$ cat config.mk
export PLATFORM = sky130hd
export DESIGN_NAME = system_config_lvd_regs
export DESIGN_NICKNAME = d
export VERILOG_FILES = /design/src/rtl/sys_cfg_pkg.sv /design/src/rtl/sys_cfg_bus_if.sv /design/src/rtl/system_config_lvd_regs.sv /design/src/rtl/unlock_sequencer.sv
export SDC_FILE = /design/constraint.sdc
export NUM_CORES = 1
export LEC_CHECK = 0
export ABC_AREA = 1
export BUFFER_PORTS_ARGS = -buffer_cell sky130_fd_sc_hd__clkbuf_2
export CAP_MARGIN = 20
export CORE_MARGIN = 3
export CORE_UTILIZATION = 60
export CTS_BUF_LIST = sky130_fd_sc_hd__clkbuf_8
export DETAILED_ROUTE_END_ITERATION = 6
export PLACE_DENSITY = 0.94
export SYNTH_ARGS = -nofsm -noshare
export SYNTH_HDL_FRONTEND = slang
export SYNTH_HIERARCHICAL = 1
export SYNTH_SLANG_ARGS = --single-unit
$ cat constraint.sdc
create_clock -name clk -period 1.65 [get_ports clk]
set_clock_uncertainty 0.05 [all_clocks]
set_input_delay 0 -clock clk [delete_from_list [all_inputs] [get_ports clk]]
set_output_delay 0 -clock clk [all_outputs]
set_load 0.01 [all_outputs]
$ cat src/rtl/sys_cfg_pkg.sv
// Shared constants and types for the system configuration and supply monitor block
`default_nettype none
package sys_cfg_pkg;
   // -----------------------------
   // Register offsets (byte bus)
   // -----------------------------
   localparam logic [3:0] OFF_UNLOCK    = 4'h0;
   localparam logic [3:0] OFF_SEMAPHORE = 4'h1;
   localparam logic [3:0] OFF_ID_HIGH   = 4'h2;
   localparam logic [3:0] OFF_ID_LOW    = 4'h3;
   localparam logic [3:0] OFF_LV_CTRL   = 4'h4;
   localparam logic [3:0] OFF_IRQ_STAT  = 4'h5;
   localparam logic [3:0] OFF_IRQ_MASK  = 4'h6;
   localparam logic [3:0] OFF_FLASH_PROT = 4'h7;
   // -----------------------------
   // Unlock sequence values
   // -----------------------------
   localparam logic [7:0] UNLOCK_KEY1   = 8'h55;
   localparam logic [7:0] UNLOCK_KEY2   = 8'hAA;
   localparam int         UNLOCK_BIT    = 0;
   localparam int         PROT_DIS_BIT  = 7;
   // -----------------------------
   // Identification (value arbitrary)
   // -----------------------------
   localparam logic [11:0] PART_ID_DEFAULT = 12'h5A3;
   localparam logic [3:0]  ID_HIGH_PAD     = 4'h0;
   // -----------------------------
   // Low-voltage register fields
   // -----------------------------
   localparam int WARN_FLAG_BIT = 7;
   localparam int WARN_ACK_BIT  = 6;
   localparam int WARN_IE_BIT   = 5;
   localparam int UV_RST_EN_BIT = 4;
   localparam int UV_STOP_BIT   = 3;
   localparam int UV_DET_BIT    = 2;
   localparam logic [7:0] LV_CTRL_RESET = 8'h1C;
   localparam logic [7:0] BYTE_ZERO     = 8'h00;
   // -----------------------------
   // Interrupt status bits
   // -----------------------------
   localparam int IRQ_WARN_BIT  = 0;
   localparam int IRQ_UV_BIT    = 1;
   localparam int IRQ_UNLK_BIT  = 2;
   localparam int IRQ_BITS      = 3;
   localparam logic [IRQ_BITS-1:0] IRQ_ZERO = 3'h0;
   // -----------------------------
   // Unlock sequencer states
   // -----------------------------
   typedef enum logic [1:0] {
      SEQ_IDLE = 2'b01,
      SEQ_KEY1 = 2'b10
   } unlock_state_t;
endpackage
`default_nettype wire

$ cat src/rtl/sys_cfg_bus_if.sv
// Register write carrier between the top and the unlock sequencer
`default_nettype none
interface sys_cfg_bus_if;
   logic       wr_unlock;
   logic [7:0] wdata;
   logic       unlocked;
   logic       unlock_event;
   modport top (output wr_unlock, output wdata, input unlocked, input unlock_event);
   modport seq (input wr_unlock, input wdata, output unlocked, output unlock_event);
endinterface
`default_nettype wire

$ cat src/rtl/system_config_lvd_regs.sv
// System configuration registers: unlock, boot semaphore, part id, supply monitor
//
// Contract
// - Unlock bit sets only after writes 0x55 then 0xAA back to back.
// - Any other write to the unlock register clears the unlock bit.
// - Flash protect disable can be set only while unlock bit reads 1.
// - Boot semaphore clears only on power-on reset, kept across others.
// - Boot semaphore byte is readable after a regular reset.
// - Writes to upper nibble of id high are ignored.
// - Hard-wired 12-bit part id split over id high and id low.
// - Reset enable and detect enable accept only the first write after reset.
// - Warning flag sets when supply is below warning trip point.
// - Acknowledge clears warning flag only if warning has gone.
// - Interrupt request while warning flag and its enable are both 1.
// - Undervoltage event forces reset when reset and detect enables are 1.
// - Stop enable keeps detection running in stop mode when detect enabled.
// - Detect enable gates detect logic and qualifies reset and stop enables.
`default_nettype none
module system_config_lvd_regs
#(
   parameter logic [11:0] PART_ID = sys_cfg_pkg::PART_ID_DEFAULT
)(
   input  wire logic       clk,
   input  wire logic       rst_b,
   input  wire logic       por_b,
   input  wire logic [3:0] addr,
   input  wire logic [7:0] wdata,
   input  wire logic       wr,
   input  wire logic       rd,
   output logic      [7:0] rdata,
   input  wire logic       supply_warning,
   input  wire logic       undervoltage_detect,
   input  wire logic       stop_mode,
   output logic            undervoltage_reset,
   output logic            undervoltage_monitor_on,
   output logic            flash_protect_disable,
   output logic            irq
);
   import sys_cfg_pkg::*;

   // -----------------------------
   // Register state and internal nets
   // -----------------------------
   sys_cfg_bus_if bus ();

   logic [7:0]          boot_semaphore;
   logic                supply_warning_flag;
   logic                supply_warning_irq_enable;
   logic                undervoltage_reset_enable;
   logic                undervoltage_stop_enable;
   logic                undervoltage_detect_enable;
   logic                once_written;
   logic [IRQ_BITS-1:0] irq_status;
   logic [IRQ_BITS-1:0] irq_mask;
   logic [IRQ_BITS-1:0] irq_events;
   logic [7:0]          next_rdata;
   logic [7:0]          lv_ctrl_view;
   logic                detect_active;
   logic                uv_event;
   logic [7:0]          unlock_view;
   logic [7:0]          prot_view;
   logic [7:0]          irq_stat_view;
   logic [7:0]          irq_mask_view;
   logic [7:0]          id_high_view;
   logic [7:0]          id_low_view;

   // -----------------------------
   // Write decode
   // -----------------------------
   logic wr_unlock;
   logic wr_sem;
   logic wr_lv;
   logic wr_stat;
   logic wr_mask;
   logic wr_prot;

   always_comb begin
      wr_unlock = 1'b0;
      wr_sem    = 1'b0;
      wr_lv     = 1'b0;
      wr_stat   = 1'b0;
      wr_mask   = 1'b0;
      wr_prot   = 1'b0;
      if (wr && addr == OFF_UNLOCK) begin
         wr_unlock = 1'b1;
      end else if (wr && addr == OFF_SEMAPHORE) begin
         wr_sem = 1'b1;
      end else if (wr && addr == OFF_LV_CTRL) begin
         wr_lv = 1'b1;
      end else if (wr && addr == OFF_IRQ_STAT) begin
         wr_stat = 1'b1;
      end else if (wr && addr == OFF_IRQ_MASK) begin
         wr_mask = 1'b1;
      end else if (wr && addr == OFF_FLASH_PROT) begin
         wr_prot = 1'b1;
      end
   end

   // -----------------------------
   // Unlock sequencer
   // -----------------------------
   // Only unlock-register writes reach the sequencer, other offsets never break it
   assign bus.wr_unlock = wr_unlock;
   assign bus.wdata     = wdata;

   unlock_sequencer u_seq (
      .clk   (clk),
      .rst_b (rst_b),
      .bus   (bus)
   );

   // -----------------------------
   // Flash protection disable
   // -----------------------------
   // set only while unlocked
   always_ff @(posedge clk) begin
      if (!rst_b) begin
         flash_protect_disable <= 1'b0;
      end else if (wr_prot) begin
         if (!wdata[PROT_DIS_BIT]) begin
            flash_protect_disable <= 1'b0;
         end else if (bus.unlocked) begin
            flash_protect_disable <= 1'b1;
         end
      end
   end

   // -----------------------------
   // Boot semaphore
   // -----------------------------
   // only power-on reset clears
   // Regular reset is deliberately ignored so the bootloader decision survives
   always_ff @(posedge clk) begin
      if (!por_b) begin
         boot_semaphore <= BYTE_ZERO;
      end else if (wr_sem) begin
         boot_semaphore <= wdata;
      end
   end

   // -----------------------------
   // Supply monitor control
   // -----------------------------
   // write-once reset and detect enables
   // Any first write locks both enables, even one that repeats the reset values
   always_ff @(posedge clk) begin
      if (!rst_b) begin
         once_written <= 1'b0;
      end else if (wr_lv) begin
         once_written <= 1'b1;
      end
   end

   always_ff @(posedge clk) begin
      if (!rst_b) begin
         undervoltage_reset_enable <= LV_CTRL_RESET[UV_RST_EN_BIT];
      end else if (wr_lv && !once_written) begin
         undervoltage_reset_enable <= wdata[UV_RST_EN_BIT];
      end
   end

   always_ff @(posedge clk) begin
      if (!rst_b) begin
         undervoltage_detect_enable <= LV_CTRL_RESET[UV_DET_BIT];
      end else if (wr_lv && !once_written) begin
         undervoltage_detect_enable <= wdata[UV_DET_BIT];
      end
   end

   always_ff @(posedge clk) begin
      if (!rst_b) begin
         supply_warning_irq_enable <= LV_CTRL_RESET[WARN_IE_BIT];
      end else if (wr_lv) begin
         supply_warning_irq_enable <= wdata[WARN_IE_BIT];
      end
   end

   always_ff @(posedge clk) begin
      if (!rst_b) begin
         undervoltage_stop_enable <= LV_CTRL_RESET[UV_STOP_BIT];
      end else if (wr_lv) begin
         undervoltage_stop_enable <= wdata[UV_STOP_BIT];
      end
   end

   // -----------------------------
   // Undervoltage detect and reset
   // -----------------------------
   // detect enable gates logic
   assign detect_active = undervoltage_detect_enable
                          && (!stop_mode || undervoltage_stop_enable);
   assign undervoltage_monitor_on = detect_active;
   assign uv_event = detect_active && undervoltage_detect;

   // forced reset on detect
   // Registered so a glitch on the detect input never reaches the reset tree directly
   always_ff @(posedge clk) begin
      if (!rst_b) begin
         undervoltage_reset <= 1'b0;
      end else begin
         undervoltage_reset <= uv_event && undervoltage_reset_enable;
      end
   end

   // -----------------------------
   // Warning flag
   // -----------------------------
   // set while below trip
   // ack clears once warning gone
   // Set wins over acknowledge, so a live warning can never be lost
   always_ff @(posedge clk) begin
      if (!rst_b) begin
         supply_warning_flag <= 1'b0;
      end else if (supply_warning) begin
         supply_warning_flag <= 1'b1;
      end else if (wr_lv && wdata[WARN_ACK_BIT]) begin
         supply_warning_flag <= 1'b0;
      end
   end

   // -----------------------------
   // Interrupt status and mask
   // -----------------------------
   // Warning event marks the flag's rising edge only, not every cycle of a brown-out
   assign irq_events[IRQ_WARN_BIT] = supply_warning && !supply_warning_flag;
   assign irq_events[IRQ_UV_BIT]   = uv_event;
   assign irq_events[IRQ_UNLK_BIT] = bus.unlock_event;

   generate
      for (genvar i = 0; i < IRQ_BITS; i++) begin : g_stat
         always_ff @(posedge clk) begin
            if (!rst_b) begin
               irq_status[i] <= 1'b0;
            end else if (irq_events[i]) begin
               irq_status[i] <= 1'b1;
            end else if (wr_stat && wdata[i]) begin
               irq_status[i] <= 1'b0;
            end
         end
      end
   endgenerate

   always_ff @(posedge clk) begin
      if (!rst_b) begin
         irq_mask <= IRQ_ZERO;
      end else if (wr_mask) begin
         irq_mask <= wdata[IRQ_BITS-1:0];
      end
   end

   // -----------------------------
   // Interrupt output
   // -----------------------------
   // warning flag with enable, or any status bit set under its mask
   assign irq = (supply_warning_flag && supply_warning_irq_enable)
                || |(irq_status & irq_mask);

   // -----------------------------
   // Read path
   // -----------------------------
   // ack and low bits read 0
   always_comb begin
      lv_ctrl_view                = BYTE_ZERO;
      lv_ctrl_view[WARN_FLAG_BIT] = supply_warning_flag;
      lv_ctrl_view[WARN_IE_BIT]   = supply_warning_irq_enable;
      lv_ctrl_view[UV_RST_EN_BIT] = undervoltage_reset_enable;
      lv_ctrl_view[UV_STOP_BIT]   = undervoltage_stop_enable;
      lv_ctrl_view[UV_DET_BIT]    = undervoltage_detect_enable;
   end

   always_comb begin
      unlock_view             = BYTE_ZERO;
      unlock_view[UNLOCK_BIT] = bus.unlocked;
   end

   always_comb begin
      prot_view               = BYTE_ZERO;
      prot_view[PROT_DIS_BIT] = flash_protect_disable;
   end

   always_comb begin
      irq_stat_view               = BYTE_ZERO;
      irq_stat_view[IRQ_BITS-1:0] = irq_status;
   end

   always_comb begin
      irq_mask_view               = BYTE_ZERO;
      irq_mask_view[IRQ_BITS-1:0] = irq_mask;
   end

   // hard-wired part id
   // A fixed pad costs nothing, and software must not rely on those bits anyway
   assign id_high_view = {ID_HIGH_PAD, PART_ID[11:8]};
   assign id_low_view  = PART_ID[7:0];

   // Unmapped offsets fall through to zero
   always_comb begin
      next_rdata = BYTE_ZERO;
      if (addr == OFF_UNLOCK) begin
         next_rdata = unlock_view;
      end else if (addr == OFF_SEMAPHORE) begin
         next_rdata = boot_semaphore;
      end else if (addr == OFF_ID_HIGH) begin
         next_rdata = id_high_view;
      end else if (addr == OFF_ID_LOW) begin
         next_rdata = id_low_view;
      end else if (addr == OFF_LV_CTRL) begin
         next_rdata = lv_ctrl_view;
      end else if (addr == OFF_IRQ_STAT) begin
         next_rdata = irq_stat_view;
      end else if (addr == OFF_IRQ_MASK) begin
         next_rdata = irq_mask_view;
      end else if (addr == OFF_FLASH_PROT) begin
         next_rdata = prot_view;
      end
   end

   // -----------------------------
   // Read data register
   // -----------------------------
   // Read data holds one cycle only, zero otherwise
   always_ff @(posedge clk) begin
      if (!rst_b) begin
         rdata <= BYTE_ZERO;
      end else if (rd) begin
         rdata <= next_rdata;
      end else begin
         rdata <= BYTE_ZERO;
      end
   end
endmodule // system_config_lvd_regs
`default_nettype wire

$ cat src/rtl/unlock_sequencer.sv
// Two-write unlock sequencer that arms the flash protection disable
`default_nettype none
module unlock_sequencer
(
   input  wire logic clk,
   input  wire logic rst_b,
   sys_cfg_bus_if.seq bus
);
   import sys_cfg_pkg::*;

   unlock_state_t state;
   logic          unlocked_q;

   // -----------------------------
   // Sequence tracking
   // -----------------------------
   // broken sequence restarts
   always_ff @(posedge clk) begin
      if (!rst_b) begin
         state <= SEQ_IDLE;
      end else if (bus.wr_unlock) begin
         if (bus.wdata == UNLOCK_KEY1) begin
            state <= SEQ_KEY1;
         end else begin
            state <= SEQ_IDLE;
         end
      end
   end

   always_ff @(posedge clk) begin
      if (!rst_b) begin
         unlocked_q <= 1'b0;
      end else if (bus.wr_unlock) begin
         unlocked_q <= (state == SEQ_KEY1) && (bus.wdata == UNLOCK_KEY2);
      end
   end

   assign bus.unlocked     = unlocked_q;
   assign bus.unlock_event = bus.wr_unlock && (state == SEQ_KEY1)
                             && (bus.wdata == UNLOCK_KEY2);
endmodule // unlock_sequencer
`default_nettype wire

# ---- Word level (Yosys, flattened, before mapping)
# Cells that the tools add are included.
dict set report classes {
  n_eq_ne 11
  mux 40
  bitwise_logic 3
  n_reduce_logical 33
}
# operator n
set ops {}
lappend ops {{8-bit two-way mux} 7}
lappend ops {{1-bit two-way mux} 32}
lappend ops {{1-bit logical AND} 19}
lappend ops {{4-bit by 3-bit equality test with 1-bit output, second input constant} 4}
lappend ops {{4-bit by 2-bit equality test with 1-bit output, second input constant} 2}
lappend ops {{8-bit by 7-bit equality test with 1-bit output, second input constant} 1}
lappend ops {{8-bit equality test, second input constant} 1}
lappend ops {{2-bit nonzero test} 4}
lappend ops {{3-bit OR reduction} 2}
lappend ops {{4-bit by 1-bit equality test with 1-bit output, second input constant} 1}
lappend ops {{4-bit zero test} 1}
lappend ops {{2-bit AND reduction} 2}
lappend ops {{3-bit bitwise AND} 1}
lappend ops {{1-bit zero test} 3}
lappend ops {{2-bit equality test, second input constant} 1}
lappend ops {{1-bit logical OR} 2}
lappend ops {{2-bit two-way mux} 1}
lappend ops {{2-bit by 1-bit != test with 1-bit output, second input constant} 1}
lappend ops {{1-bit inverter} 2}
dict set report totals {
  ff_bits 33
  in_bits 20
  out_inout_bits 12
  elab_cells 104
}

# ---- Depth between registers and ports, before layout
dict set report logic_depth {
  word_depth 9
  ltp_mapped 8
  mapped_depth_nobuf 8
}

# ---- Cells and area by module
# Netlist, hierarchy kept.
# module instances cells_each area_each_um2 seq_area_each_um2
set by_module_without_submodules {}
lappend by_module_without_submodules {system_config_lvd_regs 1 187 1380.1 600.6}
lappend by_module_without_submodules {unlock_sequencer 1 37 207.7 60.1}

# ---- Least setup slack after synthesis
# Ideal clock, no wire load.
dict set report synth_path {
  kind {input -> register}
  from {input port addr[1]}
  to {register irq_status[2], in the netlist irq_stat_view[2]}
  setup_time_ns 0.072
  arrival_ns 0.990
  path_slack_ns 0.539
  path_stages 8
  path_buffers 0
  path_cell_list {nor2_1 -> nand2_1 -> nor2_1 -> nand2_1 -> nor2_2 -> and3_1 -> inv_1 -> a21oi_1}
}
dict set report synth_via {
  word_cells_on_any_way 18
}
# item line
set synth_lines {}
lappend synth_lines {{start, declared} system_config_lvd_regs.sv:26} ;# input wire logic [3:0] addr,
lappend synth_lines {{4-bit zero test *} system_config_lvd_regs.sv:84} ;# if (wr && addr == OFF_UNLOCK) begin
lappend synth_lines {{1-bit logical AND *} system_config_lvd_regs.sv:84}
lappend synth_lines {{1-bit two-way mux *} system_config_lvd_regs.sv:84}
lappend synth_lines {{named net bus.wr_unlock} sys_cfg_bus_if.sv:4} ;# logic wr_unlock;
lappend synth_lines {{1-bit logical AND *} unlock_sequencer.sv:39} ;# assign bus.unlock_event = bus.wr_unlock && (state == SEQ_KEY1)
lappend synth_lines {{1-bit logical AND *} unlock_sequencer.sv:40} ;# && (bus.wdata == UNLOCK_KEY2);
lappend synth_lines {{named net bus.unlock_event} sys_cfg_bus_if.sv:7} ;# logic unlock_event;
lappend synth_lines {{1-bit two-way mux / 2-bit nonzero test (equally long branches)} -}
lappend synth_lines {{end signal, assigned by index} system_config_lvd_regs.sv:233} ;# irq_status[i] <= 1'b0;
lappend synth_lines {{end signal, assigned by index} system_config_lvd_regs.sv:235} ;# irq_status[i] <= 1'b1;
lappend synth_lines {{end signal, assigned by index} system_config_lvd_regs.sv:237} ;# irq_status[i] <= 1'b0;
lappend synth_lines {{end, declared} system_config_lvd_regs.sv:53} ;# logic [IRQ_BITS-1:0] irq_status;
# The timed path passes the listed nets; every way through them passes the cells marked *.
# A chain may end at the register's enable or synchronous reset.

# ---- Worst setup path after layout
dict set report layout_path {
  from {register undervoltage_stop_enable}
  to {register undervoltage_reset}
}
dict set report layout_via {
  elab_chain_len 4
}
# item line
set layout_rtl {}
lappend layout_rtl {{start, declared} system_config_lvd_regs.sv:50} ;# logic undervoltage_stop_enable;
lappend layout_rtl {{start signal, assigned} system_config_lvd_regs.sv:180} ;# undervoltage_stop_enable <= LV_CTRL_RESET[UV_STOP_BIT];
lappend layout_rtl {{start signal, assigned} system_config_lvd_regs.sv:182} ;# undervoltage_stop_enable <= wdata[UV_STOP_BIT];
lappend layout_rtl {{1-bit logical OR} system_config_lvd_regs.sv:191} ;# && (!stop_mode || undervoltage_stop_enable);
lappend layout_rtl {{1-bit logical AND} system_config_lvd_regs.sv:191}
lappend layout_rtl {{1-bit logical AND} system_config_lvd_regs.sv:193} ;# assign uv_event = detect_active && undervoltage_detect;
lappend layout_rtl {{1-bit logical AND} system_config_lvd_regs.sv:201} ;# undervoltage_reset <= uv_event && undervoltage_reset_enable;
lappend layout_rtl {{end signal, assigned} system_config_lvd_regs.sv:201}
lappend layout_rtl {{end, declared} system_config_lvd_regs.sv:34} ;# output logic undervoltage_reset,
# No other way between the ends.

==> flow_metrics.env <==
export IMPL_dp_hpwl_um=2877
export IMPL_yosysTopAreaCellShare_pct=41.61
export IMPL_layout_area_overhead_vs_synth_pct=26.79
export IMPL_timing_critical_path_fanout_max=2
export IMPL_ys_top_cells_by_count="sky130_fd_sc_hd__nand2_1 (59), sky130_fd_sc_hd__dfxtp_1 (33), sky130_fd_sc_hd__nor2_1 (26)"
export IMPL_floorplan_initialDensity_pct=63.51
export IMPL_clk_root_buffer_cell="sky130_fd_sc_hd__clkbuf_8"
export IMPL_buffer_ports_inserted=31
export IMPL_final_setup_tns_ns=0
export IMPL_finalHoldViolations=0
export IMPL_fmax_ghz=0.6367
export IMPL_drtPass1Iterations=4
export IMPL_routed_via_density=5.513
export IMPL_power_report_internal_total_mw=1.178
export IMPL_timing_final_crit_share_pct=95.19
export IMPL_grtUsageTotal_pct=29.63
export IMPL_synth_yosys_seq_area_share_pct=41.61
export IMPL_grt_max_degree=11
export IMPL_nature_of_the_critical_path_startpoint="flop"
export IMPL_synth_avg_cell_area_um2=7.088
export IMPL_std_cell_rows=18
export IMPL_postCtsSetupRepairBufs=0
export IMPL_postPlaceCellArea_mm2=0.001780
export IMPL_first_iter_violations=158
export IMPL_slew_limit_headroom_pct=76.32
export IMPL_largest_voltage_drop_on_the_vdd_net_v=0.0008189
export IMPL_synthDistinctLibCells=26
export IMPL_register_bit_total_from_synthesis=33
export IMPL_critPathArrivalTime_ns=1.74
export IMPL_chipHeight_um=57.44
export IMPL_run_status="finished, final reports clean"
export IMPL_setup_repair_after_global_routing_missed_its_margin="false"
export IMPL_yosys_warnings=6
export IMPL_timing_worst_setup_path_type="flop to flop"
export IMPL_design_final_nets=297
export IMPL_power_switching_fraction_pct=26.66
export IMPL_number_of_buffers_on_the_longest_clock_path=2
export IMPL_total_switching_power_mw=0.4284
export IMPL_synth_fp_nets=244
export IMPL_wl_per_cell_um=14.35
export IMPL_synth_top_cell_by_area="sky130_fd_sc_hd__dfxtp_1"
export IMPL_worst_setup_hold_path_clk_slew_ns=0.07
export IMPL_worstPathRequired_ns=1.82
export IMPL_setup_violations_final=0
export IMPL_grt_pass1_wl_um=7396
export IMPL_hold_removal_path_class="primary input to flop"
export IMPL_async_s_r_ff_share_synth_pct=0
export IMPL_grt_pass1_vias=1644
export IMPL_num_antenna_cells=0
export IMPL_power_share_clock_pct=36.1
export IMPL_dieArea_mm2=0.003299
export IMPL_maxSlewViolCount=0
export IMPL_grt_antenna_before_repair=0
export IMPL_synth_most_common_cell="sky130_fd_sc_hd__nand2_1"
export IMPL_synth_area_top_cells="sky130_fd_sc_hd__dfxtp_1 (42%), sky130_fd_sc_hd__nand2_1 (14%), sky130_fd_sc_hd__nand3_1 (6.3%)"
export IMPL_power_density_mw_per_mm2=798.1
export IMPL_postSynthCellCount=224
export IMPL_combinationalPowerShare_pct=12.3
export IMPL_fp_coreArea_mm2=0.002500
export IMPL_detailroute_via_count=1698
export IMPL_drt_antenna_violating_nets=0
export IMPL_globalRoute_totalOverflow=0
export IMPL_cts_max_level=2
export IMPL_synth_main_ff_cell="sky130_fd_sc_hd__dfxtp_1"
export IMPL_fin_crit_period_ns=1.571
export IMPL_cellLeakagePower_nw=0.9853
export IMPL_floorplan_io_pins=32
export IMPL_cts_sinks=33
export IMPL_post_route_cell_area_mm2=0.002013
export IMPL_share_seq_of_total_power_pct=51.6
export IMPL_cts_inserted_buffers=5
export IMPL_drv_max_cap_violation_count=0
export IMPL_cts_tree="done"
export IMPL_floorplan_die_width_um=57.44
export IMPL_gp_congestion=0.8217
export IMPL_drc_errors=0
export IMPL_synth_edf_count=0
export IMPL_timing_critical_path_to_type="flop"
export IMPL_worst_margin_slew_ns=0.3539
export IMPL_clkLatencyLatePin_ns=0.29
export IMPL_routed_wl_um=4419
export IMPL_layout_cell_share_with_drive_strength_beyond_1_pct=24.46
export IMPL_mappedNetlistArea_mm2=0.001588
-- kinds of logic after synthesis --
family	Yosys count	synth area share (%)
flops	33	41.61
buf+inv	32	7.960
compound gates	26	9.062
simple gates	133	41.37
-- per-layer routing --
metal | up-vias | wire [um] | global-route usage, %
met4 | 0 | 106 | 13.58
met5 | - | 0 | 0
met1 | 769 | 1700 | 33.85
met3 | 15 | 384 | 7.014
li1 | 811 | - | -
met2 | 103 | 2228 | 51.77
-- flip-flops by register name, indices dropped and copies added, names as in the netlist --
register	cells
undervoltage_detect_enable	1
once_written	1
u_seq/state	2
undervoltage_reset_enable	1
boot_semaphore	8
undervoltage_stop_enable	1
supply_warning_flag	1
irq_stat_view	3
supply_warning_irq_enable	1
rdata	8
u_seq/bus.unlocked	1
flash_protect_disable	1
undervoltage_reset	1
irq_mask	3
-- cell usage in the layout, fill, tap and decap left out, types with 3 or more instances in the layout --
cell / Yosys / layout
sky130_fd_sc_hd__nand2_1: 59 / 59
sky130_fd_sc_hd__dfxtp_1: 33 / 33
sky130_fd_sc_hd__clkbuf_2: 0 / 31
sky130_fd_sc_hd__nor2_1: 26 / 26
sky130_fd_sc_hd__inv_1: 24 / 25
sky130_fd_sc_hd__nand3_1: 20 / 20
sky130_fd_sc_hd__dlygate4sd3_1: 0 / 15
sky130_fd_sc_hd__a21oi_1: 12 / 12
sky130_fd_sc_hd__nor2_2: 9 / 9
sky130_fd_sc_hd__o21ai_1: 8 / 8
sky130_fd_sc_hd__clkbuf_8: 0 / 5
sky130_fd_sc_hd__nor2_4: 4 / 4
sky130_fd_sc_hd__inv_2: 4 / 4
sky130_fd_sc_hd__nand2_2: 3 / 3
-- per-stage QoR --
step                total power, mW  hold slack, ns  worst slack [ns]  instances  utilization (%)
finish                        1.607        0.003464           0.07940        308            80.53
global route                  1.654         0.03367          0.002156        308            80.53
CTS                           1.598        0.006745            0.1530        308            80.53
detailed placement            1.011          0.1990            0.3030        285            71.22
global placement              1.006          0.1905            0.3680        285            71.22
floorplan                    0.9369         0.03417            0.5388        224                -
-- worst max-delay path, cell delays in order, from the launching register on --
cell,delay (ns)
sky130_fd_sc_hd__dfxtp_1,0.39
sky130_fd_sc_hd__inv_1,0.08
sky130_fd_sc_hd__a21boi_1,0.16
sky130_fd_sc_hd__nand2_1,0.09
sky130_fd_sc_hd__dlygate4sd3_1,0.58
sky130_fd_sc_hd__nor2_1,0.13
-- final cells by class --
type	instances	area, um^2
Inverter	31	118.9
Timing Repair Buffer	47	312.8
Clock inverter	3	13.76
Clock buffer	5	68.82
Sequential cell	33	660.6
Fill cell	162	486.7
Tap cell	30	37.54
Multi-Input combinational cell	159	800.8
-- power by group through the flow --
stage	logic, mW	clock network (mW)	registers, mW
2_1_floorplan	0.0933	0	0.844
3_3_place_gp	0.161	0	0.845
3_5_place_dp	0.165	0	0.845
4_1_cts	0.191	0.579	0.828
5_1_grt	0.219	0.605	0.830
6_report	0.198	0.579	0.829
-- repair_timing --
item	in CTS	in global routing
hold buffers	15	0
resized for setup	0	1
endpoints found under the setup margin	0	1
hold endpoints to repair	18	0
-- path summary, 6_finish.rpt --
| path | start | depth (start not counted) | to | slack [ns] |
|---|---|---|---|---|
| hold / removal | wdata[1] | 3 | boot_semaphore[1] | 0.003 |
| setup reg to reg | undervoltage_stop_enable | 5 | undervoltage_reset | 0.08 |
| hold reg to reg | flash_protect_disable | 2 | flash_protect_disable | 0.43 |
| setup / recovery | undervoltage_stop_enable | 5 | undervoltage_reset | 0.08 |
No activity file was read; power rests on OpenSTA's default activity.
